## src/shared/rgpc_pkg.sv

```systemverilog
// constants and types for the receiver global power and reset control block
// ----------------------------------------------------------------------------
// Contract
// - revision code read-only, upper byte at 0xEA, lower byte at 0xEB.
// - main sleep bit 1 powers chip down; resets to 1.
// - processing-core clock-off bit stops core clock; receiver and sync detect run.
// - crystal gate removes crystal clock from detectors, sequencer, core, receiver.
// - core gate stops non-crystal clocks to core and receiver digital; resets 0.
// - sleep=1 gives mode 0 or 1 by keep-alive bit; sleep=0 normal.
// - normal mode follows keep-alive and port EDID enables; low power keeps EDID.
// - mode 0 disables all except I2C slave, EDID controller, ring oscillator.
// - ring oscillator clocks EDID controller and supply filter in low power.
// - mode 0 keeps only I2C, supply detect, hotplug, DDC and reset pads.
// - mode 1 adds crystal clock, consumer control, interrupts and their pads.
// - low-power modes keep internal EDID readable over DDC on both ports.
// - writing 1 to defaults reset bit restores all registers; bit reads 0.
// - output-pad power-down tristates and blocks inputs of sync, int, clock, pixels.
// - display-channel pad power-down turns off all DDC pads of both ports.
// - pixel bus tristate bit floats 36 pixel outputs; resets to 1.
// - pixel clock tristate bit floats pixel clock output; resets to 1.
// - sync tristate bit floats HS, vsync/field and DE; resets to 1.
// - audio tristate bit floats six audio pins, bit and master clock; resets 1.
// - tristating only through register bits, no dedicated pin.
// ----------------------------------------------------------------------------
package rgpc_pkg;
    localparam logic [7:0] RGPC_ADDR_CLKGATE = 8'h0B;
    localparam logic [7:0] RGPC_ADDR_POWER   = 8'h0C;
    localparam logic [7:0] RGPC_ADDR_HIZ     = 8'h15;
    localparam logic [7:0] RGPC_ADDR_DDC     = 8'h73;
    localparam logic [7:0] RGPC_ADDR_REV_HI  = 8'hEA;
    localparam logic [7:0] RGPC_ADDR_REV_LO  = 8'hEB;
    localparam logic [7:0] RGPC_ADDR_RESET   = 8'hFF;
    localparam logic [7:0] RGPC_ADDR_CEC     = 8'h10;
    localparam logic [7:0] RGPC_ADDR_STATUS  = 8'h11;

    localparam int RGPC_BIT_XTAL_GATE  = 0;
    localparam int RGPC_BIT_CORE_GATE  = 1;
    localparam int RGPC_BIT_PADS_OFF   = 0;
    localparam int RGPC_BIT_PROC_OFF   = 2;
    localparam int RGPC_BIT_SLEEP      = 5;
    localparam int RGPC_BIT_PIX_HIZ    = 1;
    localparam int RGPC_BIT_PCLK_HIZ   = 2;
    localparam int RGPC_BIT_SYNC_HIZ   = 3;
    localparam int RGPC_BIT_AUDIO_HIZ  = 4;
    localparam int RGPC_BIT_DDC_OFF    = 0;
    localparam int RGPC_BIT_DEFAULTS   = 7;
    localparam int RGPC_BIT_KEEP_ALIVE = 0;

    localparam logic RGPC_RST_XTAL_GATE  = 1'h0;
    localparam logic RGPC_RST_CORE_GATE  = 1'h0;
    localparam logic RGPC_RST_PADS_OFF   = 1'h0;
    localparam logic RGPC_RST_PROC_OFF   = 1'h0;
    localparam logic RGPC_RST_SLEEP      = 1'h1;
    localparam logic RGPC_RST_HIZ        = 1'h1;
    localparam logic RGPC_RST_DDC_OFF    = 1'h0;
    localparam logic RGPC_RST_KEEP_ALIVE = 1'h0;

    // arbitrary neutral identification value
    localparam logic [15:0] RGPC_REVISION_DEFAULT = 16'h5A01;

    localparam int RGPC_PIX_WIDTH   = 36;
    localparam int RGPC_AUDIO_WIDTH = 8;

    typedef enum logic [1:0] {
        RGPC_MODE_NORMAL = 2'b00,
        RGPC_MODE_LOW0   = 2'b01,
        RGPC_MODE_LOW1   = 2'b10
    } rgpc_mode_t;
endpackage

```

## src/core/rgpc_global_ctrl.sv

```systemverilog
// global power-down, reset and tristate control of the dual-port receiver
`timescale 1ns/1ns
module rgpc_global_ctrl
    import rgpc_pkg::*;
#(
    parameter logic [15:0] REVISION   = RGPC_REVISION_DEFAULT,
    parameter int          PIX_WIDTH  = RGPC_PIX_WIDTH,
    parameter int          AUD_WIDTH  = RGPC_AUDIO_WIDTH
) (
    input  wire logic                 clk_sys,
    input  wire logic                 sys_rst,
    input  wire logic                 reg_wr_en,
    input  wire logic                 reg_rd_en,
    input  wire logic [7:0]           reg_addr,
    input  wire logic [7:0]           reg_wdata,
    output logic      [7:0]           reg_rdata,
    output logic                      reg_hit,
    input  wire logic                 port_edid_enable_a,
    input  wire logic                 port_edid_enable_b,
    output logic      [1:0]           power_mode,
    output logic                      proc_core_clk_en,
    output logic                      receiver_digital_clk_en,
    output logic                      sync_detect_clk_en,
    output logic                      crystal_to_core_en,
    output logic                      crystal_to_edid_en,
    output logic                      consumer_control_en,
    output logic                      interrupt_ctrl_en,
    output logic                      ring_osc_en,
    output logic                      edid_en_a,
    output logic                      edid_en_b,
    output logic                      consumer_control_pad_en,
    output logic                      interrupt_pads_en,
    output logic                      ddc_pads_en,
    output logic [PIX_WIDTH-1:0]      pixel_oe,
    output logic                      pixel_in_en,
    output logic                      pixel_clock_out_oe,
    output logic                      sync_oe,
    output logic                      sync_in_en,
    output logic                      first_interrupt_pin_oe,
    output logic [AUD_WIDTH-1:0]      audio_oe
);

    // ------------------------------------------------------------------------
    // control registers
    // ------------------------------------------------------------------------
    logic xtal_gate_q;
    logic core_gate_q;
    logic pads_off_q;
    logic proc_off_q;
    logic sleep_q;
    logic pix_hiz_q;
    logic pclk_hiz_q;
    logic sync_hiz_q;
    logic audio_hiz_q;
    logic ddc_off_q;
    logic keep_alive_q;
    logic defaults_q;

    function automatic logic wr_hit(input logic [7:0] a);
        return reg_wr_en && (reg_addr == a);
    endfunction

    // defaults reset is a pulse one cycle after the write; it restores every
    // register and then reads back as 0
    always_ff @(posedge clk_sys or posedge sys_rst) begin
        if (sys_rst) begin
            defaults_q <= 1'h0;
        end else begin
            defaults_q <= wr_hit(RGPC_ADDR_RESET) && reg_wdata[RGPC_BIT_DEFAULTS];
        end
    end

    always_ff @(posedge clk_sys or posedge sys_rst) begin
        if (sys_rst) begin
            xtal_gate_q <= RGPC_RST_XTAL_GATE;
            core_gate_q <= RGPC_RST_CORE_GATE;
        end else if (defaults_q) begin
            xtal_gate_q <= RGPC_RST_XTAL_GATE;
            core_gate_q <= RGPC_RST_CORE_GATE;
        end else if (wr_hit(RGPC_ADDR_CLKGATE)) begin
            xtal_gate_q <= reg_wdata[RGPC_BIT_XTAL_GATE];
            core_gate_q <= reg_wdata[RGPC_BIT_CORE_GATE];
        end
    end

    always_ff @(posedge clk_sys or posedge sys_rst) begin
        if (sys_rst) begin
            pads_off_q <= RGPC_RST_PADS_OFF;
            proc_off_q <= RGPC_RST_PROC_OFF;
            sleep_q    <= RGPC_RST_SLEEP;
        end else if (defaults_q) begin
            pads_off_q <= RGPC_RST_PADS_OFF;
            proc_off_q <= RGPC_RST_PROC_OFF;
            sleep_q    <= RGPC_RST_SLEEP;
        end else if (wr_hit(RGPC_ADDR_POWER)) begin
            pads_off_q <= reg_wdata[RGPC_BIT_PADS_OFF];
            proc_off_q <= reg_wdata[RGPC_BIT_PROC_OFF];
            sleep_q    <= reg_wdata[RGPC_BIT_SLEEP];
        end
    end

    always_ff @(posedge clk_sys or posedge sys_rst) begin
        if (sys_rst) begin
            pix_hiz_q   <= RGPC_RST_HIZ;
            pclk_hiz_q  <= RGPC_RST_HIZ;
            sync_hiz_q  <= RGPC_RST_HIZ;
            audio_hiz_q <= RGPC_RST_HIZ;
        end else if (defaults_q) begin
            pix_hiz_q   <= RGPC_RST_HIZ;
            pclk_hiz_q  <= RGPC_RST_HIZ;
            sync_hiz_q  <= RGPC_RST_HIZ;
            audio_hiz_q <= RGPC_RST_HIZ;
        end else if (wr_hit(RGPC_ADDR_HIZ)) begin
            // tristate bits are written by the host only here, no pin overrides them
            pix_hiz_q   <= reg_wdata[RGPC_BIT_PIX_HIZ];
            pclk_hiz_q  <= reg_wdata[RGPC_BIT_PCLK_HIZ];
            sync_hiz_q  <= reg_wdata[RGPC_BIT_SYNC_HIZ];
            audio_hiz_q <= reg_wdata[RGPC_BIT_AUDIO_HIZ];
        end
    end

    always_ff @(posedge clk_sys or posedge sys_rst) begin
        if (sys_rst) begin
            ddc_off_q    <= RGPC_RST_DDC_OFF;
            keep_alive_q <= RGPC_RST_KEEP_ALIVE;
        end else if (defaults_q) begin
            ddc_off_q    <= RGPC_RST_DDC_OFF;
            keep_alive_q <= RGPC_RST_KEEP_ALIVE;
        end else begin
            if (wr_hit(RGPC_ADDR_DDC)) begin
                ddc_off_q <= reg_wdata[RGPC_BIT_DDC_OFF];
            end
            if (wr_hit(RGPC_ADDR_CEC)) begin
                keep_alive_q <= reg_wdata[RGPC_BIT_KEEP_ALIVE];
            end
        end
    end

    // ------------------------------------------------------------------------
    // mode decode
    // ------------------------------------------------------------------------
    rgpc_mode_t mode;
    logic       low_power;
    logic       awake;
    logic       keep_mode1;

    always_comb begin
        case ({sleep_q, keep_alive_q})
            2'h2:    mode = RGPC_MODE_LOW0;
            2'h3:    mode = RGPC_MODE_LOW1;
            2'h0:    mode = RGPC_MODE_NORMAL;
            2'h1:    mode = RGPC_MODE_NORMAL;
            default: mode = RGPC_MODE_LOW0;
        endcase
    end

    assign low_power  = (mode != RGPC_MODE_NORMAL);
    assign awake      = (mode == RGPC_MODE_NORMAL);
    assign keep_mode1 = (mode == RGPC_MODE_LOW1);
    assign power_mode = mode;

    // ------------------------------------------------------------------------
    // clock and section enables, combinational so a write acts at once
    // ------------------------------------------------------------------------
    assign proc_core_clk_en        = awake && !proc_off_q && !core_gate_q;
    assign receiver_digital_clk_en = awake && !core_gate_q;
    assign sync_detect_clk_en      = awake && !xtal_gate_q;
    assign crystal_to_core_en      = awake && !xtal_gate_q;
    assign crystal_to_edid_en      = awake || keep_mode1;
    assign consumer_control_en     = keep_alive_q;
    assign interrupt_ctrl_en       = awake || keep_mode1;
    assign ring_osc_en             = low_power;
    assign edid_en_a               = low_power || port_edid_enable_a;
    assign edid_en_b               = low_power || port_edid_enable_b;

    // ------------------------------------------------------------------------
    // pad enables
    // ------------------------------------------------------------------------
    assign consumer_control_pad_en = awake || keep_mode1;
    assign interrupt_pads_en       = awake || keep_mode1;
    // ddc pads follow only the DDC pad power-down bit, not the mode, so low power alone leaves EDID reachable
    assign ddc_pads_en             = !ddc_off_q;
    assign pixel_oe                = {PIX_WIDTH{awake && !pads_off_q && !pix_hiz_q}};
    assign pixel_in_en             = awake && !pads_off_q;
    assign pixel_clock_out_oe      = awake && !pads_off_q && !pclk_hiz_q;
    assign sync_oe                 = awake && !pads_off_q && !sync_hiz_q;
    assign sync_in_en              = awake && !pads_off_q;
    assign first_interrupt_pin_oe  = (awake || keep_mode1) && !pads_off_q;
    assign audio_oe                = {AUD_WIDTH{awake && !audio_hiz_q}};

    // ------------------------------------------------------------------------
    // read path
    // ------------------------------------------------------------------------
    logic [7:0] rd_d;
    logic       hit_d;

    always_comb begin
        rd_d  = 8'h00;
        hit_d = 1'h1;
        case (reg_addr)
            RGPC_ADDR_CLKGATE: begin
                rd_d[RGPC_BIT_XTAL_GATE] = xtal_gate_q;
                rd_d[RGPC_BIT_CORE_GATE] = core_gate_q;
            end
            RGPC_ADDR_POWER: begin
                rd_d[RGPC_BIT_PADS_OFF] = pads_off_q;
                rd_d[RGPC_BIT_PROC_OFF] = proc_off_q;
                rd_d[RGPC_BIT_SLEEP]    = sleep_q;
            end
            RGPC_ADDR_HIZ: begin
                rd_d[RGPC_BIT_PIX_HIZ]   = pix_hiz_q;
                rd_d[RGPC_BIT_PCLK_HIZ]  = pclk_hiz_q;
                rd_d[RGPC_BIT_SYNC_HIZ]  = sync_hiz_q;
                rd_d[RGPC_BIT_AUDIO_HIZ] = audio_hiz_q;
            end
            RGPC_ADDR_DDC:    rd_d[RGPC_BIT_DDC_OFF] = ddc_off_q;
            RGPC_ADDR_CEC:    rd_d[RGPC_BIT_KEEP_ALIVE] = keep_alive_q;
            RGPC_ADDR_STATUS: rd_d[1:0] = mode;
            RGPC_ADDR_REV_HI: rd_d = REVISION[15:8];
            RGPC_ADDR_REV_LO: rd_d = REVISION[7:0];
            RGPC_ADDR_RESET:  rd_d = 8'h00;
            default:          hit_d = 1'h0;
        endcase
    end

    always_ff @(posedge clk_sys or posedge sys_rst) begin
        if (sys_rst) begin
            reg_rdata <= 8'h00;
            reg_hit   <= 1'h0;
        end else if (reg_rd_en) begin
            reg_rdata <= rd_d;
            reg_hit   <= hit_d;
        end
    end

endmodule

```

## config.mk

```make
export PLATFORM = sky130hd
export DESIGN_NAME = rgpc_global_ctrl
export DESIGN_NICKNAME = d
export VERILOG_FILES = /design/src/shared/rgpc_pkg.sv /design/src/core/rgpc_global_ctrl.sv
export SDC_FILE = /design/constraint.sdc
export NUM_CORES = 1
export LEC_CHECK = 0
export BUFFER_PORTS_ARGS = -buffer_cell sky130_fd_sc_hd__buf_2
export CAP_MARGIN = 20
export CORE_ASPECT_RATIO = 0.5
export CORE_MARGIN = 1.5
export CORE_UTILIZATION = 44
export CTS_CLUSTER_DIAMETER = 50
export DETAILED_ROUTE_END_ITERATION = 8
export PLACE_DENSITY = 0.92
export SYNTH_ARGS = -nofsm -noshare
export SYNTH_HDL_FRONTEND = slang
export SYNTH_SLANG_ARGS = --single-unit
```

## constraint.sdc

```tcl
create_clock -name clk_sys -period 3.2 [get_ports clk_sys]
set_input_delay 0.16 -clock clk_sys [delete_from_list [all_inputs] [get_ports clk_sys]]
set_output_delay 0.16 -clock clk_sys [all_outputs]
set_load 0.05 [all_outputs]
```

==> impl_metrics.yaml, run 1 <==
sta:
  period_share_pct: 52.6
  timing.final.max_slew_violations: 0
  final-hold-violation-count: 0
  finalSetupViolations: 0
  skew_ns: 0.00264
  relSlewSlack_pct: 51.0
  worst_slack_ns: 1.52
  tightest_slew_ns: 0.734
  final.setup.tns_ns: 0
  grt_setup_unrepaired: "no"
  clock.fmax_mhz: 594
  min_period_ns: 1.68
yosys:
  ys_warn_count: 0
  syn_area_um2: 1610
  avgSynthCellArea_um2: 8.49
  synth-xor-area-share_pct: 0
  synth_top_area_cell: "dfrtp_1"
  syn_nets: 212
  yosys.area_share.adder_pct: 0
  yosysSeqAreaShare_pct: 31.4
  synth_seq_cells: 20
  async_reset_ff_share_pct: 100
  ys_types: 42
  synthSimpleGateAreaFrac_pct: 27.1
  syn_inst: 190
  synthMuxAreaShare_pct: 5.04
  synth_compound_area_share_pct: 8.22
  synth_edf_count: 0
  synth_top_family_by_area: "buffers and inverters"
  yosysTopAreaCellShare_pct: 23.3
  yosys-top-cells-area: "dfrtp_1, buf_4, dfstp_2"
  synthFlopType: "dfrtp_1"
routing:
  ant_nets: 0
  dr.pass1.iters: 4
  wirelength_um: 3580
  num_vias: 1445
  drt_iter0_drc: 102
  avgRoutedWirePerCell_um: 12.7
  vias_per_cell: 5.12
  remaining_drc_errors: 0
clock_network:
  cts_root_buf: "clkbuf_8"
  clkLatencyLatePin_ns: 0.26
  cts_tree: "yes"
  hold_buffers: 0
  ctsResizeCount: 0
  numCtsBuffers: 3
  cts_max_level: 1
  cts_setup_buffers: 0
  clk_pin_slew_worst_paths_ns: 0.07
  cts_sinks: 20
  cts.path.max_buffers: 2
power_and_ir_drop:
  ir_worst_vdd_v: 0.000167
  p_leak_nw: 1.06
  powerDensity_nw_per_um2: 463
floorplan:
  rows: 15
  die_h_um: 45.8
  boundaryPins: 95
  fp.coreArea_um2: 3470
  dieArea_um2: 4060
  initial_core_util_pct: 46.5
  die_w_um: 88.7
global_routing:
  grt_pass1_wl_um: 5300
  antenna_found_initial: 0
  grt_max_degree: 37
  grt_util_all_layers_pct: 17.1
  grt_pass1_vias: 1178
  grt_overflow_total: 0
setup_path:
  worstSetupEndpointType: "output port"
  cp-start-kind: "flop"
  crit_path_max_fanout: 36
  regToRegEndpoint: "reg_rdata[1]"
  crit_type: "flop to output port"
  worstPathRequired_ns: 3.04
  r2r_setup_slack_ns: 1.81
  arrival_ns: 1.52
  ff2ff_path_depth: 4
  r2r-start: "sleep_q"
finish:
  nFillCells: 309
  finish.net_count: 254
  top_register: "reg_rdata"
  largest_reg_flops: 7
  syn2layout_area_growth_pct: 11.8
  drive_above_1_share_pct: 48.9
  diodes: 0
min_path:
  hp-class: "input pin to asynchronous set/reset pin"
placed_design:
  gp_congestion: 0.844
  io_buffers: 92
  pre_cts_slack_ns: 1.79
  hpwl_um: 2730
flow_run:
  maxCapViolations: 0
run_status:
  status: "finished, final reports clean"
==> worst max-delay path, cell delays in order (launching register included) <==
cell and delay (ns):
dfstp_2 0.45, nor3_2 0.21, buf_4 0.28, buf_2 0.31
==> layout by cell type, fill, tap and decap left out, types with 3 or more instances in the layout <==
cell type	instances
nor3_1	5
dfstp_2	5
nor2_1	25
a21oi_1	4
nand4_1	5
a211o_1	4
mux2i_1	7
dfrtp_1	15
nand3_1	6
nor3b_1	3
clkbuf_8	3
and3_1	3
inv_1	9
buf_2	92
nand2_1	8
==> power by group <==
part	switching, mW	internal [mW]	leakage [nW]	total [mW]
Combinational	0.236	0.0628	0.769	0.299
Clock	0.0817	0.167	0.0357	0.249
Sequential	0.0160	0.271	0.251	0.287
Total	0.334	0.501	1.06	0.835
==> final cells by class <==
class                   count  area, µm²  share of cell area, %
multi-input cells         105        661                   36.6
flip-flops and latches     20        507                   28.1
repair buffers             93        468                   25.9
well taps                  51       63.8                   3.54
clock buffers               3       41.3                   2.29
inverters                   9       33.8                   1.87
clock inverters             1       30.0                   1.66
==> cell families after synthesis <==
| logic type | count (synthesis) |
|---|---|
| compound gates | 19 |
| buf+inv | 65 |
| flops | 20 |
| mux | 8 |
| other cells | 1 |
| simple gates | 77 |
==> worst max path at each step <==
stage,startpoint,endpoint,slack (ns),cells past startpoint
2_1_floorplan,sleep_q,pixel_oe[10],0.40,3
3_3_place_gp,sleep_q,pixel_oe[30],1.84,3
3_5_place_dp,sleep_q,pixel_oe[27],1.79,3
4_1_cts,sleep_q,pixel_oe[17],1.49,3
5_1_grt,sleep_q,pixel_oe[24],1.38,3
6_report,sleep_q,pixel_oe[27],1.52,3
==> metrics by stage <==
| step | power, mW | util (%) | std cells | hold slack, ns | cell area [µm²] |
|---|---|---|---|---|---|
| after CTS | 0.838 | 52.0 | 282 | 0.0265 | 1800 |
| after global placement | 0.584 | 49.9 | 278 | 0.299 | 1730 |
| final | 0.835 | 52.0 | 282 | 0.0139 | 1800 |
| after global routing | 0.873 | 52.0 | 282 | 0.0667 | 1800 |
| after floorplan | 0.563 | - | 190 | 0.120 | 1620 |
| after detailed placement | 0.590 | 49.9 | 278 | 0.310 | 1730 |
==> synth_stat cells (3+ instances only) <==
cell,count
nor3_1,6
nand3_1,6
mux2i_1,7
nand2_1,8
nor2_1,25
dfrtp_1,15
dfstp_2,5
buf_6,3
and3_1,3
nand4_1,5
buf_4,48
clkbuf_1,3
a211o_1,4
a21oi_1,4
inv_1,9
nor3b_1,3
==> metal layers <==
| layer | part of all wire, % | global-route usage (%) | vias to the layer above |
|---|---|---|---|
| met5 | 0 | 0 | - |
| met4 | 2.8 | 5.63 | 0 |
| met3 | 8.2 | 4.17 | 14 |
| met2 | 49 | 31.2 | 83 |
| met1 | 40 | 20.3 | 667 |
| li1 | - | - | 681 |
No activity file was read; power rests on OpenSTA's default activity.
==> inputs of run 2 (changes only) <==
ABC_AREA = 1   (was unset)
CORE_UTILIZATION = 40   (was 44)
PLACE_DENSITY = 0.88   (was 0.92)
clock period = 1.4 ns   (was 3.2 ns; I/O delays follow)
==> run 2 against run 1 <==
Compared with the run above:
- the run now ends with negative setup slack left
- combinational power increased to 3.3 times the previous value
- critical path depth is 2 higher
- sequential share of layout area shrank 4.1 points
- final area up 18%
- routed wire length rose by 10%
- die area up 9.5%
- worst hold slack gained 0.0074 ns
- largest power group unchanged
- first-iteration DRC count rose by 16%
- highest routed layer unchanged
- via count increased by 6.0%
- critical endpoint is now pixel_oe[28]
- area after synthesis unchanged
==> impl_metrics.yaml, run 2 <==
min_path:
  hp-class: "input pin to flop"
  hold_depth: 3
  hp-start: "reg_wdata[3]"
  whs_endpoint: "sync_hiz_q"
setup_path:
  crit_path_max_fanout: 36
  cp-start-kind: "flop"
  startpoint: "pads_off_q"
  r2r_setup_slack_ns: 0.11
  path_buf_inv: 3
  cpLargestDelayFamily: "buffers and inverters"
  ff2ff_path_depth: 6
  crit_chain: "nor2_4 > inv_2 > nor2_4 > buf_12 > buf_4"
  cp_num_cells: 5
  cp_slowest_cell: "dfrtp_1"
  crit_type: "flop to output port"
  regToRegEndpoint: "reg_rdata[0]"
  cpPeakStageDelay_ns: 0.42
  arrival_ns: 1.42
  worstSetupEndpointType: "output port"
  r2r-start: "sleep_q"
  worstPathRequired_ns: 1.33
  crit_top_cell: "nor2_4"
global_routing:
  grt_overflow_total: 0
  grt_util_all_layers_pct: 15.4
  antenna_found_initial: 0
  grt_pass1_vias: 1215
  grt_pass1_wl_um: 5340
  grt_max_degree: 37
routing:
  avgRoutedWirePerCell_um: 11.8
  remaining_drc_errors: 0
  ant_nets: 0
  num_vias: 1531
  wl_met2_um: 2090
  dr.pass1.iters: 4
  wirelength_um: 3950
  highest_layer: "met4"
  vias_per_cell: 4.56
  wl_met3_um: 292
  wl_met1_um: 1550
  drt_iter0_drc: 118
finish:
  diodes: 0
  top_register: "reg_rdata"
  multi_input_area_um2: 663
  final_cell_mix: "buf_4, nand2_1, buf_2"
  largest_reg_flops: 7
  nFillCells: 313
  final_common_cell: "buf_4"
  syn2layout_area_growth_pct: 31.4
  seqCellArea_um2: 509
  finish.net_count: 305
  drive_above_1_share_pct: 48.9
sta:
  timing.final.max_slew_violations: 0
  clock.fmax_mhz: 673
  final-hold-violation-count: 0
  min_period_ns: 1.49
  skew_ns: 0.00423
  grt_setup_unrepaired: "yes"
  finalSetupViolations: 41
  final.setup.tns_ns: -3.16
  whs_ns: 0.0213
  worst_slack_ns: -0.0869
  period_share_pct: 106
clock_network:
  cts.path.max_buffers: 2
  cts_tree: "yes"
  clk_pin_slew_worst_paths_ns: 0.07
  numCtsBuffers: 3
  cts_max_level: 1
  cts_root_buf: "clkbuf_8"
  clkLatencyLatePin_ns: 0.26
  cts_sinks: 20
yosys:
  yosysSeqAreaShare_pct: 31.4
  yosysTopAreaCellShare_pct: 23.3
  async_reset_ff_share_pct: 100
  yosys-top-cells-count: "buf_4, nand2_1, nor2_1"
  syn_inst: 229
  synth_edf_count: 0
  ys_warn_count: 0
  synthFlopType: "dfrtp_1"
  syn_nets: 251
  synth_seq_cells: 20
  yosysMostFrequentCell: "buf_4"
  ys_types: 23
  syn_area_um2: 1610
  avgSynthCellArea_um2: 7.05
  yosys-top-cells-area: "dfrtp_1, buf_4, nand2_1"
  synth_top_area_cell: "dfrtp_1"
floorplan:
  initial_core_util_pct: 41.6
  dieArea_um2: 4450
  die_w_um: 92.8
  boundaryPins: 95
  rows: 16
  fp.coreArea_um2: 3880
  die_h_um: 47.9
placed_design:
  gp_congestion: 0.941
  io_buffers: 92
  hpwl_um: 2930
power_and_ir_drop:
  ir_worst_vdd_v: 0.000276
  powerDensity_nw_per_um2: 1000
  p_leak_nw: 1.17
run_status:
  violations: "negative setup slack"
  status: "finished, violations left"
flow_run:
  maxCapViolations: 0
## run 2: power by group
group | total, mW | switching, mW | internal [mW]
clock network | 0.440 | 0.189 | 0.251
registers | 0.685 | 0.0486 | 0.637
logic | 0.996 | 0.717 | 0.278
## run 2: timing repair
item                                   CTS  global route
hold buffers                             1             0
gates cloned                             0             0
setup endpoints to repair               43            56
buffers inserted                         3             1
resized for setup                       65            11
pin swaps                                1             1
endpoints found under the hold margin   15             0
## run 2: final cells by class
class	instances	share of cell area, %
Tap cell	54	3.19
Timing Repair Buffer	101	34.4
Multi-Input combinational cell	133	31.3
Inverter	24	4.54
Clock buffer	4	2.60
Sequential cell	20	24.0
## run 2: worst max-delay path by stage
stage          slack [ns]            to
2_1_floorplan       -0.56  pixel_oe[10]
3_3_place_gp         0.11  reg_rdata[0]
3_5_place_dp         0.07  reg_rdata[0]
4_1_cts             -0.06  pixel_oe[24]
5_1_grt             -0.16   pixel_oe[2]
6_report            -0.09  pixel_oe[28]
## run 2: cell families after synthesis
family          after synthesis  synth area share [%]
simple gates                113                  32.1
compound gates               19                  6.59
other cells                   1                 0.232
buf+inv                      76                  29.7
flops                        20                  31.4
## run 2: tightest hold or removal path: cells and delay by family
family,cells,cell delay [ns]
compound gates,1,0.06
simple gates,1,0.05
buf+inv,1,0.07
## run 2: layer usage
metal | vias to the layer above | track usage (%)
li1 | 766 | -
met1 | 691 | 18.6
met2 | 70 | 30.5
met3 | 4 | 1.90
met4 | 0 | 3.94
met5 | - | 0
## run 2: metrics by stage
stage / cells / util (%) / total power, mW / setup WS, ns / cell area [µm²]
2_1_floorplan: 229 / - / 1.47 / -0.561 / 1650
3_3_place_gp: 327 / 47.1 / 1.55 / 0.107 / 1830
3_5_place_dp: 327 / 47.1 / 1.56 / 0.0731 / 1830
4_1_cts: 335 / 53.6 / 2.09 / -0.0618 / 2080
5_1_grt: 336 / 54.6 / 2.20 / -0.157 / 2120
6_report: 336 / 54.6 / 2.12 / -0.0869 / 2120
